==> config.mk <==
export PLATFORM = sky130hd
export DESIGN_NAME = lan_wake_fc_top
export DESIGN_NICKNAME = d
export VERILOG_FILES = /design/src/lan_wake_pkg.sv /design/src/wake_evt_if.sv /design/src/lan_wake_fc_top.sv /design/src/pause_trigger.sv /design/src/wake_status_reg.sv
export SDC_FILE = /design/constraint.sdc
export NUM_CORES = 1
export LEC_CHECK = 0
export BUFFER_PORTS_ARGS = -buffer_cell sky130_fd_sc_hd__buf_2
export CAP_MARGIN = 10
export CORE_MARGIN = 3
export CORE_UTILIZATION = 40
export CTS_CLUSTER_DIAMETER = 30
export DETAILED_ROUTE_END_ITERATION = 8
export PLACE_DENSITY = 0.67
export SYNTH_ARGS = -nofsm -noshare
export SYNTH_HDL_FRONTEND = slang
export SYNTH_HIERARCHICAL = 1
export SYNTH_SLANG_ARGS = --single-unit
==> constraint.sdc <==
create_clock -name i_clock -period 4.6 [get_ports i_clock]
set_input_delay 1.38 -clock i_clock [delete_from_list [all_inputs] [get_ports i_clock]]
set_output_delay 1.38 -clock i_clock [all_outputs]
set_load 0.02 [all_outputs]
==> src/lan_wake_pkg.sv <==
package lan_wake_pkg;

  // ----------------------------------------------------------------
  // Register map (byte addresses = 4 x index)
  // ----------------------------------------------------------------
  localparam logic [7:0]  IDX_FC_THRESH     = 8'h1a;
  localparam logic [7:0]  IDX_WAKE_STATUS   = 8'h1b;
  localparam logic [7:0]  IDX_IRQ_STATUS    = 8'h40;
  localparam logic [7:0]  IDX_IRQ_MASK      = 8'h41;
  localparam logic [7:0]  IDX_PM_CTRL       = 8'h42;
  localparam logic [7:0]  IDX_RX_FREE       = 8'h43;
  localparam int          ADDR_W            = 12;

  // ----------------------------------------------------------------
  // Wake status field positions
  // ----------------------------------------------------------------
  localparam int          WS_LINK_CHG       = 7;
  localparam int          WS_WAKE_FRAME     = 6;
  localparam int          WS_INTERESTING    = 5;
  localparam int          WS_PME_STATUS     = 0;
  localparam logic [7:0]  WS_IMPL_MASK      = 8'he1;
  localparam logic [7:0]  WS_RESET          = 8'h00;

  // ----------------------------------------------------------------
  // Threshold field and table (free bytes)
  // ----------------------------------------------------------------
  localparam logic [2:0]  FC_THRESH_RESET   = 3'h0;
  localparam int          FC_BASE_BYTES     = 512;
  localparam int          FC_CODE1_BYTES    = 1024;
  localparam int          FC_STEP_BYTES     = 256;

  // ----------------------------------------------------------------
  // Interrupt events
  // ----------------------------------------------------------------
  localparam int          IRQ_W             = 4;
  localparam int          IRQ_PAUSE         = 3;
  localparam logic [IRQ_W-1:0] IRQ_RESET    = 4'h0;

  // ----------------------------------------------------------------
  // PM control bits
  // ----------------------------------------------------------------
  localparam int          PM_PME_EN         = 0;

endpackage

==> src/wake_evt_if.sv <==
`timescale 1ns/1ns
`default_nettype none
interface wake_evt_if;
  logic       link_chg;
  logic       wake_frame;
  logic       interesting;
  logic [7:0] status;

  modport src  (output link_chg, output wake_frame, output interesting, input status);
  modport sink (input link_chg, input wake_frame, input interesting, output status);
endinterface
`default_nettype wire

==> src/lan_wake_fc_top.sv <==
// Summary of operation
// - Send a pause frame when receive FIFO free space falls to threshold.
// - Code 0 is 0.50 KB, code 1 is 1.00 KB, then 0.25 KB steps.
// - Link status change sets the link change flag.
// - Writing one clears a wake status flag.
// - Wake frame flag sets regardless of wake or PME enables.
// - Filter-matching received packet sets the interesting packet flag.
// - PME status flag mirrors the power management PME status bit.
// - Clearing PME status also clears the PM bit and drops PME.
// - Any wake-up event sets PME status, whatever PME enable says.
// - Wake status register is 8 bits, zero after reset.
`timescale 1ns/1ns
`default_nettype none
module lan_wake_fc_top
  import lan_wake_pkg::*;
#(
  parameter int FREE_W = 13
)(
  input  wire logic              i_clock,
  input  wire logic              i_srst,
  input  wire logic              i_ce,
  input  wire logic              i_psel,
  input  wire logic              i_penable,
  input  wire logic              i_pwrite,
  input  wire logic [ADDR_W-1:0] i_paddr,
  input  wire logic [31:0]       i_pwdata,
  output logic [31:0]            o_prdata,
  output logic                   o_pready,
  output logic                   o_pslverr,
  input  wire logic              i_link_up,
  input  wire logic              i_wake_frame,
  input  wire logic              i_filter_match,
  input  wire logic [FREE_W-1:0] i_rx_free,
  output logic                   o_pause_req,
  output logic                   o_pme_status,
  output logic                   o_pme,
  output logic                   o_irq
);
  // ----------------------------------------------------------------
  // State
  // ----------------------------------------------------------------
  typedef struct packed {
    logic [2:0]       thresh;
    logic [IRQ_W-1:0] irq_st;
    logic [IRQ_W-1:0] irq_mask;
    logic             pme_en;
    logic             pme_st;
    logic             link_q;
    logic             link_seen;
    logic [31:0]      rdata;
    logic             slverr;
  } st_t;
  st_t s_q, s_d;

  logic       pause;
  logic       pme_clr;
  logic       ws_wr;
  logic       wr;
  logic       rd;
  logic [9:0] idx;
  logic       link_chg;
  logic       wake_ev;

  wake_evt_if evt ();

  // ----------------------------------------------------------------
  // Bus decode
  // ----------------------------------------------------------------
  function automatic logic mapped(input logic [9:0] a);
    mapped = (a == 10'(IDX_FC_THRESH)) || (a == 10'(IDX_WAKE_STATUS)) ||
             (a == 10'(IDX_IRQ_STATUS)) || (a == 10'(IDX_IRQ_MASK)) ||
             (a == 10'(IDX_PM_CTRL)) || (a == 10'(IDX_RX_FREE));
  endfunction

  // Write strobe in access phase, read strobe in setup phase, one cycle answer
  assign idx   = i_paddr[ADDR_W-1:2];
  assign wr    = i_psel && i_penable && i_pwrite && i_ce;
  assign rd    = i_psel && !i_penable && !i_pwrite;
  assign ws_wr = wr && (idx == 10'(IDX_WAKE_STATUS));

  // Events from pin-side logic on this clock
  assign link_chg = s_q.link_seen && (i_link_up != s_q.link_q);
  assign wake_ev  = link_chg || i_wake_frame || i_filter_match;

  assign evt.link_chg    = link_chg;
  assign evt.wake_frame  = i_wake_frame;
  assign evt.interesting = i_filter_match;

  // ----------------------------------------------------------------
  // Submodules
  // ----------------------------------------------------------------
  pause_trigger #(
    .FREE_W  (FREE_W)
  ) u_pause (
    .i_clock (i_clock),
    .i_srst  (i_srst),
    .i_ce    (i_ce),
    .i_code  (s_q.thresh),
    .i_free  (i_rx_free),
    .o_pause (pause)
  );

  wake_status_reg u_ws (
    .i_clock      (i_clock),
    .i_srst       (i_srst),
    .i_ce         (i_ce),
    .evt          (evt),
    .i_wake_event (wake_ev),
    .i_wr         (ws_wr),
    .i_wdata      (i_pwdata[7:0]),
    .o_pme_clr    (pme_clr)
  );

  // ----------------------------------------------------------------
  // Next state
  // ----------------------------------------------------------------
  always_comb
  begin
    s_d = s_q;
    s_d.link_q    = i_link_up;
    s_d.link_seen = 1'b1;
    // Register writes
    if (wr)
    begin
      unique case (idx)
        10'(IDX_FC_THRESH):  s_d.thresh   = i_pwdata[2:0];
        10'(IDX_IRQ_MASK):   s_d.irq_mask = i_pwdata[IRQ_W-1:0];
        10'(IDX_IRQ_STATUS): s_d.irq_st   = s_q.irq_st & ~i_pwdata[IRQ_W-1:0];
        10'(IDX_PM_CTRL):    s_d.pme_en   = i_pwdata[PM_PME_EN];
        default:             s_d.thresh   = s_q.thresh;
      endcase
    end
    // PM status bit, cleared through the wake status register
    if (wr && idx == 10'(IDX_WAKE_STATUS) && i_pwdata[WS_PME_STATUS])
      s_d.pme_st = 1'b0;
    if (wake_ev)
      s_d.pme_st = 1'b1;
    // Sticky interrupt events, set wins
    if (link_chg)
      s_d.irq_st[WS_LINK_CHG - 7] = 1'b1;
    if (i_wake_frame)
      s_d.irq_st[1] = 1'b1;
    if (i_filter_match)
      s_d.irq_st[2] = 1'b1;
    if (pause)
      s_d.irq_st[IRQ_PAUSE] = 1'b1;
    // Read data captured in setup, presented in access
    // Answer held through access so it is stable at the pready edge
    if (i_psel && !i_penable)
      s_d.slverr = !mapped(idx);
    if (rd)
    begin
      unique case (idx)
        10'(IDX_FC_THRESH):   s_d.rdata = {29'h0, s_q.thresh};
        10'(IDX_WAKE_STATUS): s_d.rdata = {24'h0, evt.status};
        10'(IDX_IRQ_STATUS):  s_d.rdata = {28'h0, s_q.irq_st};
        10'(IDX_IRQ_MASK):    s_d.rdata = {28'h0, s_q.irq_mask};
        10'(IDX_PM_CTRL):     s_d.rdata = {30'h0, s_q.pme_st, s_q.pme_en};
        10'(IDX_RX_FREE):     s_d.rdata = 32'(i_rx_free);
        default:              s_d.rdata = 32'h0;
      endcase
    end
  end

  // ----------------------------------------------------------------
  // Registers
  // ----------------------------------------------------------------
  always_ff @(posedge i_clock)
  begin
    if (i_srst)
    begin
      s_q           <= '0;
      s_q.thresh    <= FC_THRESH_RESET;
      s_q.irq_st    <= IRQ_RESET;
      s_q.irq_mask  <= IRQ_RESET;
    end
    else if (i_ce)
      s_q <= s_d;
  end

  // ----------------------------------------------------------------
  // Outputs
  // ----------------------------------------------------------------
  assign o_pready     = i_ce;
  assign o_prdata     = s_q.rdata;
  assign o_pslverr    = s_q.slverr && i_psel && i_penable;
  assign o_pause_req  = pause;
  assign o_pme_status = s_q.pme_st;
  assign o_pme        = s_q.pme_st && s_q.pme_en && !pme_clr;
  assign o_irq        = |(s_q.irq_st & s_q.irq_mask);
endmodule
`default_nettype wire

==> src/pause_trigger.sv <==
`timescale 1ns/1ns
`default_nettype none
module pause_trigger
  import lan_wake_pkg::*;
#(
  parameter int FREE_W = 13
)(
  input  wire logic              i_clock,
  input  wire logic              i_srst,
  input  wire logic              i_ce,
  input  wire logic [2:0]        i_code,
  input  wire logic [FREE_W-1:0] i_free,
  output logic                   o_pause
);
  initial if (FREE_W < 12) $error("FREE_W too small for 2.5 KB");

  typedef struct packed { logic below; logic pulse; } st_t;
  st_t s_q, s_d;

  // Threshold bytes for a code
  function automatic logic [FREE_W-1:0] thresh(input logic [2:0] c);
    if (c == 3'h0)
      thresh = FREE_W'(FC_BASE_BYTES);
    else
      thresh = FREE_W'(FC_CODE1_BYTES + (int'(c) - 1) * FC_STEP_BYTES);
  endfunction

  // Pulse once as free space falls to the threshold
  always_comb
  begin
    s_d = s_q;
    s_d.pulse = 1'b0;
    if (i_free <= thresh(i_code))
    begin
      if (!s_q.below)
        s_d.pulse = 1'b1;
      s_d.below = 1'b1;
    end
    else
      s_d.below = 1'b0;
  end

  always_ff @(posedge i_clock)
  begin
    if (i_srst)
      s_q <= '0;
    else if (i_ce)
      s_q <= s_d;
  end

  assign o_pause = s_q.pulse;
endmodule
`default_nettype wire

==> src/wake_status_reg.sv <==
`timescale 1ns/1ns
`default_nettype none
module wake_status_reg
  import lan_wake_pkg::*;
(
  input  wire logic       i_clock,
  input  wire logic       i_srst,
  input  wire logic       i_ce,
  wake_evt_if.sink        evt,
  input  wire logic       i_wake_event,
  input  wire logic       i_wr,
  input  wire logic [7:0] i_wdata,
  output logic            o_pme_clr
);
  typedef struct packed { logic [7:0] ws; logic clr; } st_t;
  st_t s_q, s_d;

  // Write-one-to-clear, set wins over clear
  always_comb
  begin
    s_d = s_q;
    s_d.clr = 1'b0;
    if (i_wr)
    begin
      s_d.ws = s_q.ws & ~(i_wdata & WS_IMPL_MASK);
      s_d.clr = i_wdata[WS_PME_STATUS];
    end
    if (evt.link_chg)
      s_d.ws[WS_LINK_CHG] = 1'b1;
    if (evt.wake_frame)
      s_d.ws[WS_WAKE_FRAME] = 1'b1;
    if (evt.interesting)
      s_d.ws[WS_INTERESTING] = 1'b1;
    if (i_wake_event)
    begin
      s_d.ws[WS_PME_STATUS] = 1'b1;
      s_d.clr = 1'b0;
    end
    s_d.ws = s_d.ws & WS_IMPL_MASK;
  end

  always_ff @(posedge i_clock)
  begin
    if (i_srst)
      s_q <= '{ws: WS_RESET, clr: 1'b0};
    else if (i_ce)
      s_q <= s_d;
  end

  assign evt.status = s_q.ws;
  assign o_pme_clr  = s_q.clr;
endmodule
`default_nettype wire
==> results of run 1 <==
-- state kept, by name, indices dropped and copies added (netlist names) --
| name | cells |
|---|---|
| u_pause/s_q | 1 |
| u_pause/o_pause | 1 |
| o_pme_status | 1 |
| s_q | 15 |
| o_prdata | 13 |
| u_ws/evt.status | 4 |
| u_ws/o_pme_clr | 1 |
-- worst register-to-register path: stages (launching register included) --
cell and delay (ps):
dfxtp_1 390, inv_1 100, ha_1 250, xnor2_1 140, ha_1 260, nand2b_1 150, ha_1 330, nand4_4 130
o221a_2 290, o21ai_1 240, a21oi_1 110
-- where the power goes --
group | switching (mW) | total (mW) | leakage [nW] | internal, mW
sequential | 0.00683 | 0.328 | 0.293 | 0.321
clock | 0.112 | 0.231 | 0.0510 | 0.119
combinational | 0.0662 | 0.106 | 0.770 | 0.0399
total | 0.185 | 0.665 | 1.11 | 0.480
-- cells in the mapped netlist (2+ instances only) --
cell type,count
a311oi_1,4
nor3_2,2
clkbuf_1,8
and2_1,3
a22o_1,8
conb_1,2
nor4_1,3
mux2_2,2
a22oi_1,2
nor4_4,2
a21oi_1,20
nor4bb_1,2
nor3_1,3
nand2_1,18
a211oi_1,4
a211oi_2,2
nor4_2,2
ha_1,8
buf_6,2
a32o_1,2
and3_1,2
or3_1,3
mux2i_1,18
a21bo_2,4
nor2_1,15
dfxtp_1,36
buf_4,38
buf_2,2
or4_4,2
nand2b_1,14
inv_1,8
nand3_1,6
nor2b_1,2
-- worst max path at each step --
stage                   start        end  slack [ps]
finish                   i_ce   o_pready        1170
global route             i_ce   o_pready        1110
CTS                      i_ce   o_pready        1170
detailed placement       i_ce   o_pready        1170
global placement         i_ce   o_pready        1190
floorplan           i_penable  o_pslverr        1590
-- cell families (layout without fill, tap and decap cells) --
| family | count (synthesis) | after routing |
|---|---|---|
| AOI/OAI and AO/OA | 58 | 58 |
| DFF | 36 | 36 |
| and+or+nand+nor | 89 | 89 |
| muxes | 20 | 20 |
| xor gates and xnor gates | 2 | 2 |
| adders and majority gates | 8 | 8 |
| other | 2 | 23 |
| buffers and inverters | 58 | 74 |
-- through the flow --
stage                     cell area, um^2  total power [mW]  hold WS (ps)  std cells    util
final                                2659            0.6652         449.9        382  0.4657
after global routing                 2659            0.7010         473.4        382  0.4657
after CTS                            2659            0.6738         454.0        382  0.4657
after detailed placement             2566            0.4407         443.9        374  0.4495
after global placement               2566            0.4382         434.4        374  0.4495
after floorplan                      2525            0.4187         431.7        294       -
-- cell usage in the layout, fill, tap and decap left out, types with 2 or more instances in the layout --
cell type	instances
and2_1	3
a22o_1	8
a311oi_1	4
inv_1	8
conb_1	23
mux2i_1	18
buf_2	57
ha_1	8
a211oi_1	4
nor3_2	2
or4_4	2
nor4_2	2
mux2_2	2
and3_1	2
nand3_1	6
a21bo_2	4
nor3_1	3
nor2b_1	2
nand2b_1	14
nor4_4	2
clkbuf_8	6
dfxtp_1	36
nand2_1	18
a21oi_1	20
clkinv_2	2
a32o_1	2
a22oi_1	2
nor4_1	3
nor2_1	15
or3_1	3
a211oi_2	2
-- final cells by class --
cell class	count	area, um^2	area share
multi-input combinational	200	1433	0.5388
clock buffer	6	82.58	0.03106
tap	72	90.09	0.03388
timing repair buffer	58	292.8	0.1101
sequential	36	720.7	0.2711
inverter	8	30.03	0.01129
clock inverter	2	10.01	0.003765
-- metal layers --
| metal | share of wire | vias to the layer above | GRT usage |
|---|---|---|---|
| li1 | - | 1004 | - |
| met1 | 0.44 | 949 | 0.2072 |
| met2 | 0.49 | 66 | 0.2747 |
| met3 | 0.060 | 5 | 0.03435 |
| met4 | 0.0061 | 0 | 0.03070 |
| met5 | 0 | - | 0 |
==> flow_summary.yaml, run 1 <==
job:
  maxCapViolations: 0
placed_design:
  gp_congestion: 0.8122
  post-place-ws_ps: 1168
  port_buffers: 57
  hpwl_um: 4354
route:
  routed_wl_um: 5593
  drc: 0
  first_pass_iters: 4
  drtIter0Drc: 89
  viasPerCell: 5.298
  ant_nets: 0
  wire_per_inst_um: 14.64
  vias: 2024
synth:
  synth_mux_area_frac: 0.08286
  async_flop_share: 0
  synthCells: 273
  synth_top_family_by_area: "simple AND/OR/NAND/NOR gates"
  yosysTopAreaCellShare: 0.2946
  avgSynthCellArea_um2: 8.960
  yosys-top-cells-area: "dfxtp_1 (29%), buf_4 (12%), mux2i_1 (7.4%)"
  ys_warn_count: 6
  synth_area_mm2: 0.002446
  synth-compound-area-share: 0.1806
  synth_edf_count: 0
  ys_seq_area_frac: 0.2946
  synth.distinct_cells: 57
  synthXorXnorAreaFrac: 0.007161
  synthAdderAreaFrac: 0.04092
  synth.largest_area_cell: "dfxtp_1"
  synth-simple-area-share: 0.2363
  synthFlopType: "dfxtp_1"
  ys_ff_latch: 36
worst_setup_path:
  path_common_cell: "buf_2"
  crit_fanout: 26
  r2r_end: "u_pause/o_pause"
  cp_num_cells: 2
  reg2reg_slack_ps: 2070
  cp_num_buf_inv: 2
  crit_chain: "buf_2 > buf_2"
  cp.arrival_ps: 2050
  cpPeakStageDelay_ps: 410
  critPathKind: "in2out"
  r2r_start: "s_q[45]"
  required_ps: 3220
  rr_worst_depth: 10
  worstSetupEndpointType: "primary output"
  cp_top_family: "buffers and inverters"
  worst_setup_path_start_kind: "input port"
  cp_slowest_cell: "buf_2"
layout:
  drive_above_1_share: 0.2871
  fin_nets: 383
  fillers: 580
  syn2layout_area_growth_pct: 8.696
  antenna-diode-count: 0
floorplanning:
  start_util: 0.4284
  dieArea_mm2: 0.007090
  floorplan.rows: 27
  ioPinCount: 104
  die-height_um: 84.20
  core_mm2: 0.005709
  die_w_um: 84.20
global_route:
  grt_overflow: 0
  grt_pass1_wl_um: 9308
  grt_pass1_vias: 1954
  grt_antenna_before_repair: 0
  grtUsageTotal: 0.1598
  grt_max_degree: 39
timing:
  hold_viol: 0
  tightest_slew_ps: 694.9
  finalCritPeriodShare: 0.7446
  rsz0062_at_grt: "false"
  layout_min_cycle_time_ps: 3425
  fin_skew_ps: 6.565
  setup_violations: 0
  setup_tns_ps: 0
  worst_slack_ps: 1175
  max_freq_mhz: 292.0
  max-slew-margin-rel: 0.5368
  slew_viol_final: 0
clock_network:
  clock-sinks: 36
  cts_root_buffer: "clkbuf_8"
  cts_tree: "yes"
  clock_path_buffers: 2
  numCtsBuffers: 5
  cts_max_level: 2
  cts_hold_repair.buffers: 0
  clock_latency_ps: 290
  cts_resized: 0
  cts_setup_buffers: 0
  clkSlewWorstSetupHoldPaths_ps: 70
outcome:
  status: "finished clean"
hold_path:
  hp-start: "o_prdata[8]"
  holdPathEnd: "o_prdata[8]"
  min_path_type: "reg2reg"
  min_path_cells: 2
power:
  powerDensity_mw_per_mm2: 250.2
  irDropWorstVdd_mv: 0.1803
  p_leak_nw: 1.114
(Power assumes the default switching activity.)
==> run 2, diff against run 1 <==
PLACE_DENSITY = 0.7   (was 0.67)
clock period = 3.1 ns   (was 4.6 ns; I/O delays follow)
==> run 2 against run 1 <==
Utilization is 0.35 points higher. Routed wire length is 3.0% lower. Worst hold slack worse by 2.6 ps. Die area stayed put. Sequential cell count stayed put. Critical path depth is 8 higher. Non-clock buffer count is 3 higher. First-iteration DRC count is 27% higher. Clock skew is 1.2 ps lower. Power is 49% higher. Sequential power is 48% higher. Critical endpoint is now u_pause/o_pause. Largest power group unchanged.
==> flow_summary.yaml, run 2 (synthesis results as in run 1) <==
clock_network:
  cts_max_level: 2
  numCtsBuffers: 5
  cts_resized: 0
  cts_tree: "yes"
  cts_hold_repair.buffers: 0
  cts_root_buffer: "clkbuf_8"
  clock-sinks: 36
  clock_latency_ps: 290
  clkSlewWorstSetupHoldPaths_ps: 70
  cts_setup_buffers: 0
  clock_path_buffers: 2
placed_design:
  gp_congestion: 0.8344
  post-place-ws_ps: 385.6
  port_buffers: 57
  hpwl_um: 4318
timing:
  hold_viol: 0
  layout_min_cycle_time_ps: 2426
  rsz0062_at_grt: "false"
  fin_skew_ps: 5.364
  finalCritPeriodShare: 0.7826
  max_freq_mhz: 412.2
  tightest_slew_ps: 585.5
  worst_slack_ps: 674.1
  setup_tns_ps: 0
  slew_viol_final: 0
  setup_violations: 0
  max-slew-margin-rel: 0.6061
power:
  switching_power_uw: 273.4
  irDropWorstVdd_mv: 0.2701
  pwr-share-seq: 0.490
  powerDensity_mw_per_mm2: 370.1
  p_leak_nw: 1.123
  clkPwrFrac: 0.350
  p_int_uw: 718.2
  switching_share: 0.2757
  power_frac_comb: 0.160
layout:
  drive_above_1_share: 0.2875
  fillers: 586
  fin_util: 0.4692
  fin_nets: 386
  largest_reg_flops: 15
  largest_register: "s_q"
  syn2layout_area_growth_pct: 9.514
  regArea_um2: 720.7
  final_cell_mix: "buf_2 (57), dfxtp_1 (36), conb_1 (23), a21oi_1 (20)"
  antenna-diode-count: 0
  mostFrequentLayoutCell: "buf_2"
  multi_input_area_mm2: 0.001433
worst_setup_path:
  critPathKind: "reg2reg"
  required_ps: 3260
  worst_setup_path_start_kind: "flip-flop"
  cp_top_family: "adder cells"
  cp_num_buf_inv: 1
  crit_fanout: 4
  rr_worst_depth: 10
  cp.arrival_ps: 2590
  path_common_cell: "ha_1"
  reg2reg_slack_ps: 670
  cp_slowest_cell: "dfxtp_1"
  cpPeakStageDelay_ps: 390
  r2r_end: "u_pause/o_pause"
  crit_chain: "inv_1 > ha_1 > xnor2_1 > ha_1 > nand2b_1 > ha_1 > nand4_4 > o221a_2 > o21ai_1 > a21oi_1"
  worstSetupEndpointType: "flip-flop"
  r2r_start: "s_q[45]"
hold_path:
  hp-start: "o_prdata[10]"
  holdPathEnd: "o_prdata[10]"
  min_path_cells: 2
  min_path_type: "reg2reg"
route:
  vias: 1995
  drtIter0Drc: 113
  viasPerCell: 5.182
  drc: 0
  ant_nets: 0
  first_pass_iters: 5
  wire_per_inst_um: 14.09
  routed_wl_um: 5425
global_route:
  grt_pass1_wl_um: 9039
  grt_overflow: 0
  grtUsageTotal: 0.1557
  grt_antenna_before_repair: 0
  grt_pass1_vias: 1894
  grt_max_degree: 22
floorplanning:
  floorplan.rows: 27
  core_mm2: 0.005709
  start_util: 0.4284
  die_w_um: 84.20
  ioPinCount: 104
  die-height_um: 84.20
  dieArea_mm2: 0.007090
job:
  maxCapViolations: 0
outcome:
  status: "finished clean"
-- run 2: cell types whose count changed in the layout (fill, tap and decap cells not counted) --
| cell | delta |
|---|---|
| buf_4 | +3 |
| clkbuf_1 | +2 |
| clkinv_2 | -2 |
-- run 2: stage by stage --
stage	total power [mW]	instance area [um^2]	std cells	hold WS (ps)
6_report	0.9915	2679	385	447.3
5_1_grt	1.041	2679	385	471.2
4_1_cts	1.001	2679	385	452.2
3_5_place_dp	0.6549	2589	377	441.8
3_3_place_gp	0.6517	2589	377	434.9
2_1_floorplan	0.6214	2525	294	431.7
-- run 2: worst register-to-register path, cell delays in order (launching register included) --
cell	delay [ps]
dfxtp_1	390
inv_1	90
ha_1	240
xnor2_1	140
ha_1	270
nand2b_1	140
ha_1	330
nand4_4	130
o221a_2	290
o21ai_1	200
a21oi_1	90
-- run 2: worst max-delay path by stage --
stage | to | cells after the start | from
3_5_place_dp | s_q[44] | 5 | i_paddr[6]
5_1_grt | u_pause/o_pause | 10 | s_q[45]
4_1_cts | u_pause/o_pause | 10 | s_q[45]
2_1_floorplan | o_pme_status | 5 | i_paddr[7]
6_report | u_pause/o_pause | 10 | s_q[45]
3_3_place_gp | s_q[44] | 5 | i_paddr[6]
-- run 2: power groups by stage --
| stage | Clock [mW] | Sequential (mW) | Combinational, mW |
|---|---|---|---|
| floorplan | 0 | 0.495 | 0.126 |
| global placement | 0 | 0.496 | 0.156 |
| detailed placement | 0 | 0.497 | 0.158 |
| CTS | 0.356 | 0.486 | 0.158 |
| global route | 0.378 | 0.487 | 0.176 |
| finish | 0.347 | 0.486 | 0.159 |
-- run 2: routing by layer --
| metal | GRT usage | up-vias | wire [um] |
|---|---|---|---|
| li1 | - | 1009 | - |
| met1 | 0.1996 | 904 | 2397 |
| met2 | 0.2604 | 72 | 2649 |
| met3 | 0.03827 | 10 | 296 |
| met4 | 0.04240 | 0 | 81 |
| met5 | 0 | - | 0 |
-- run 2: final cells by class --
class	count	share of cell area
multi-input cells	200	0.5348
flip-flops and latches	36	0.2690
repair buffers	61	0.1177
clock buffers	8	0.03363
well taps	72	0.03363
inverters	8	0.01121
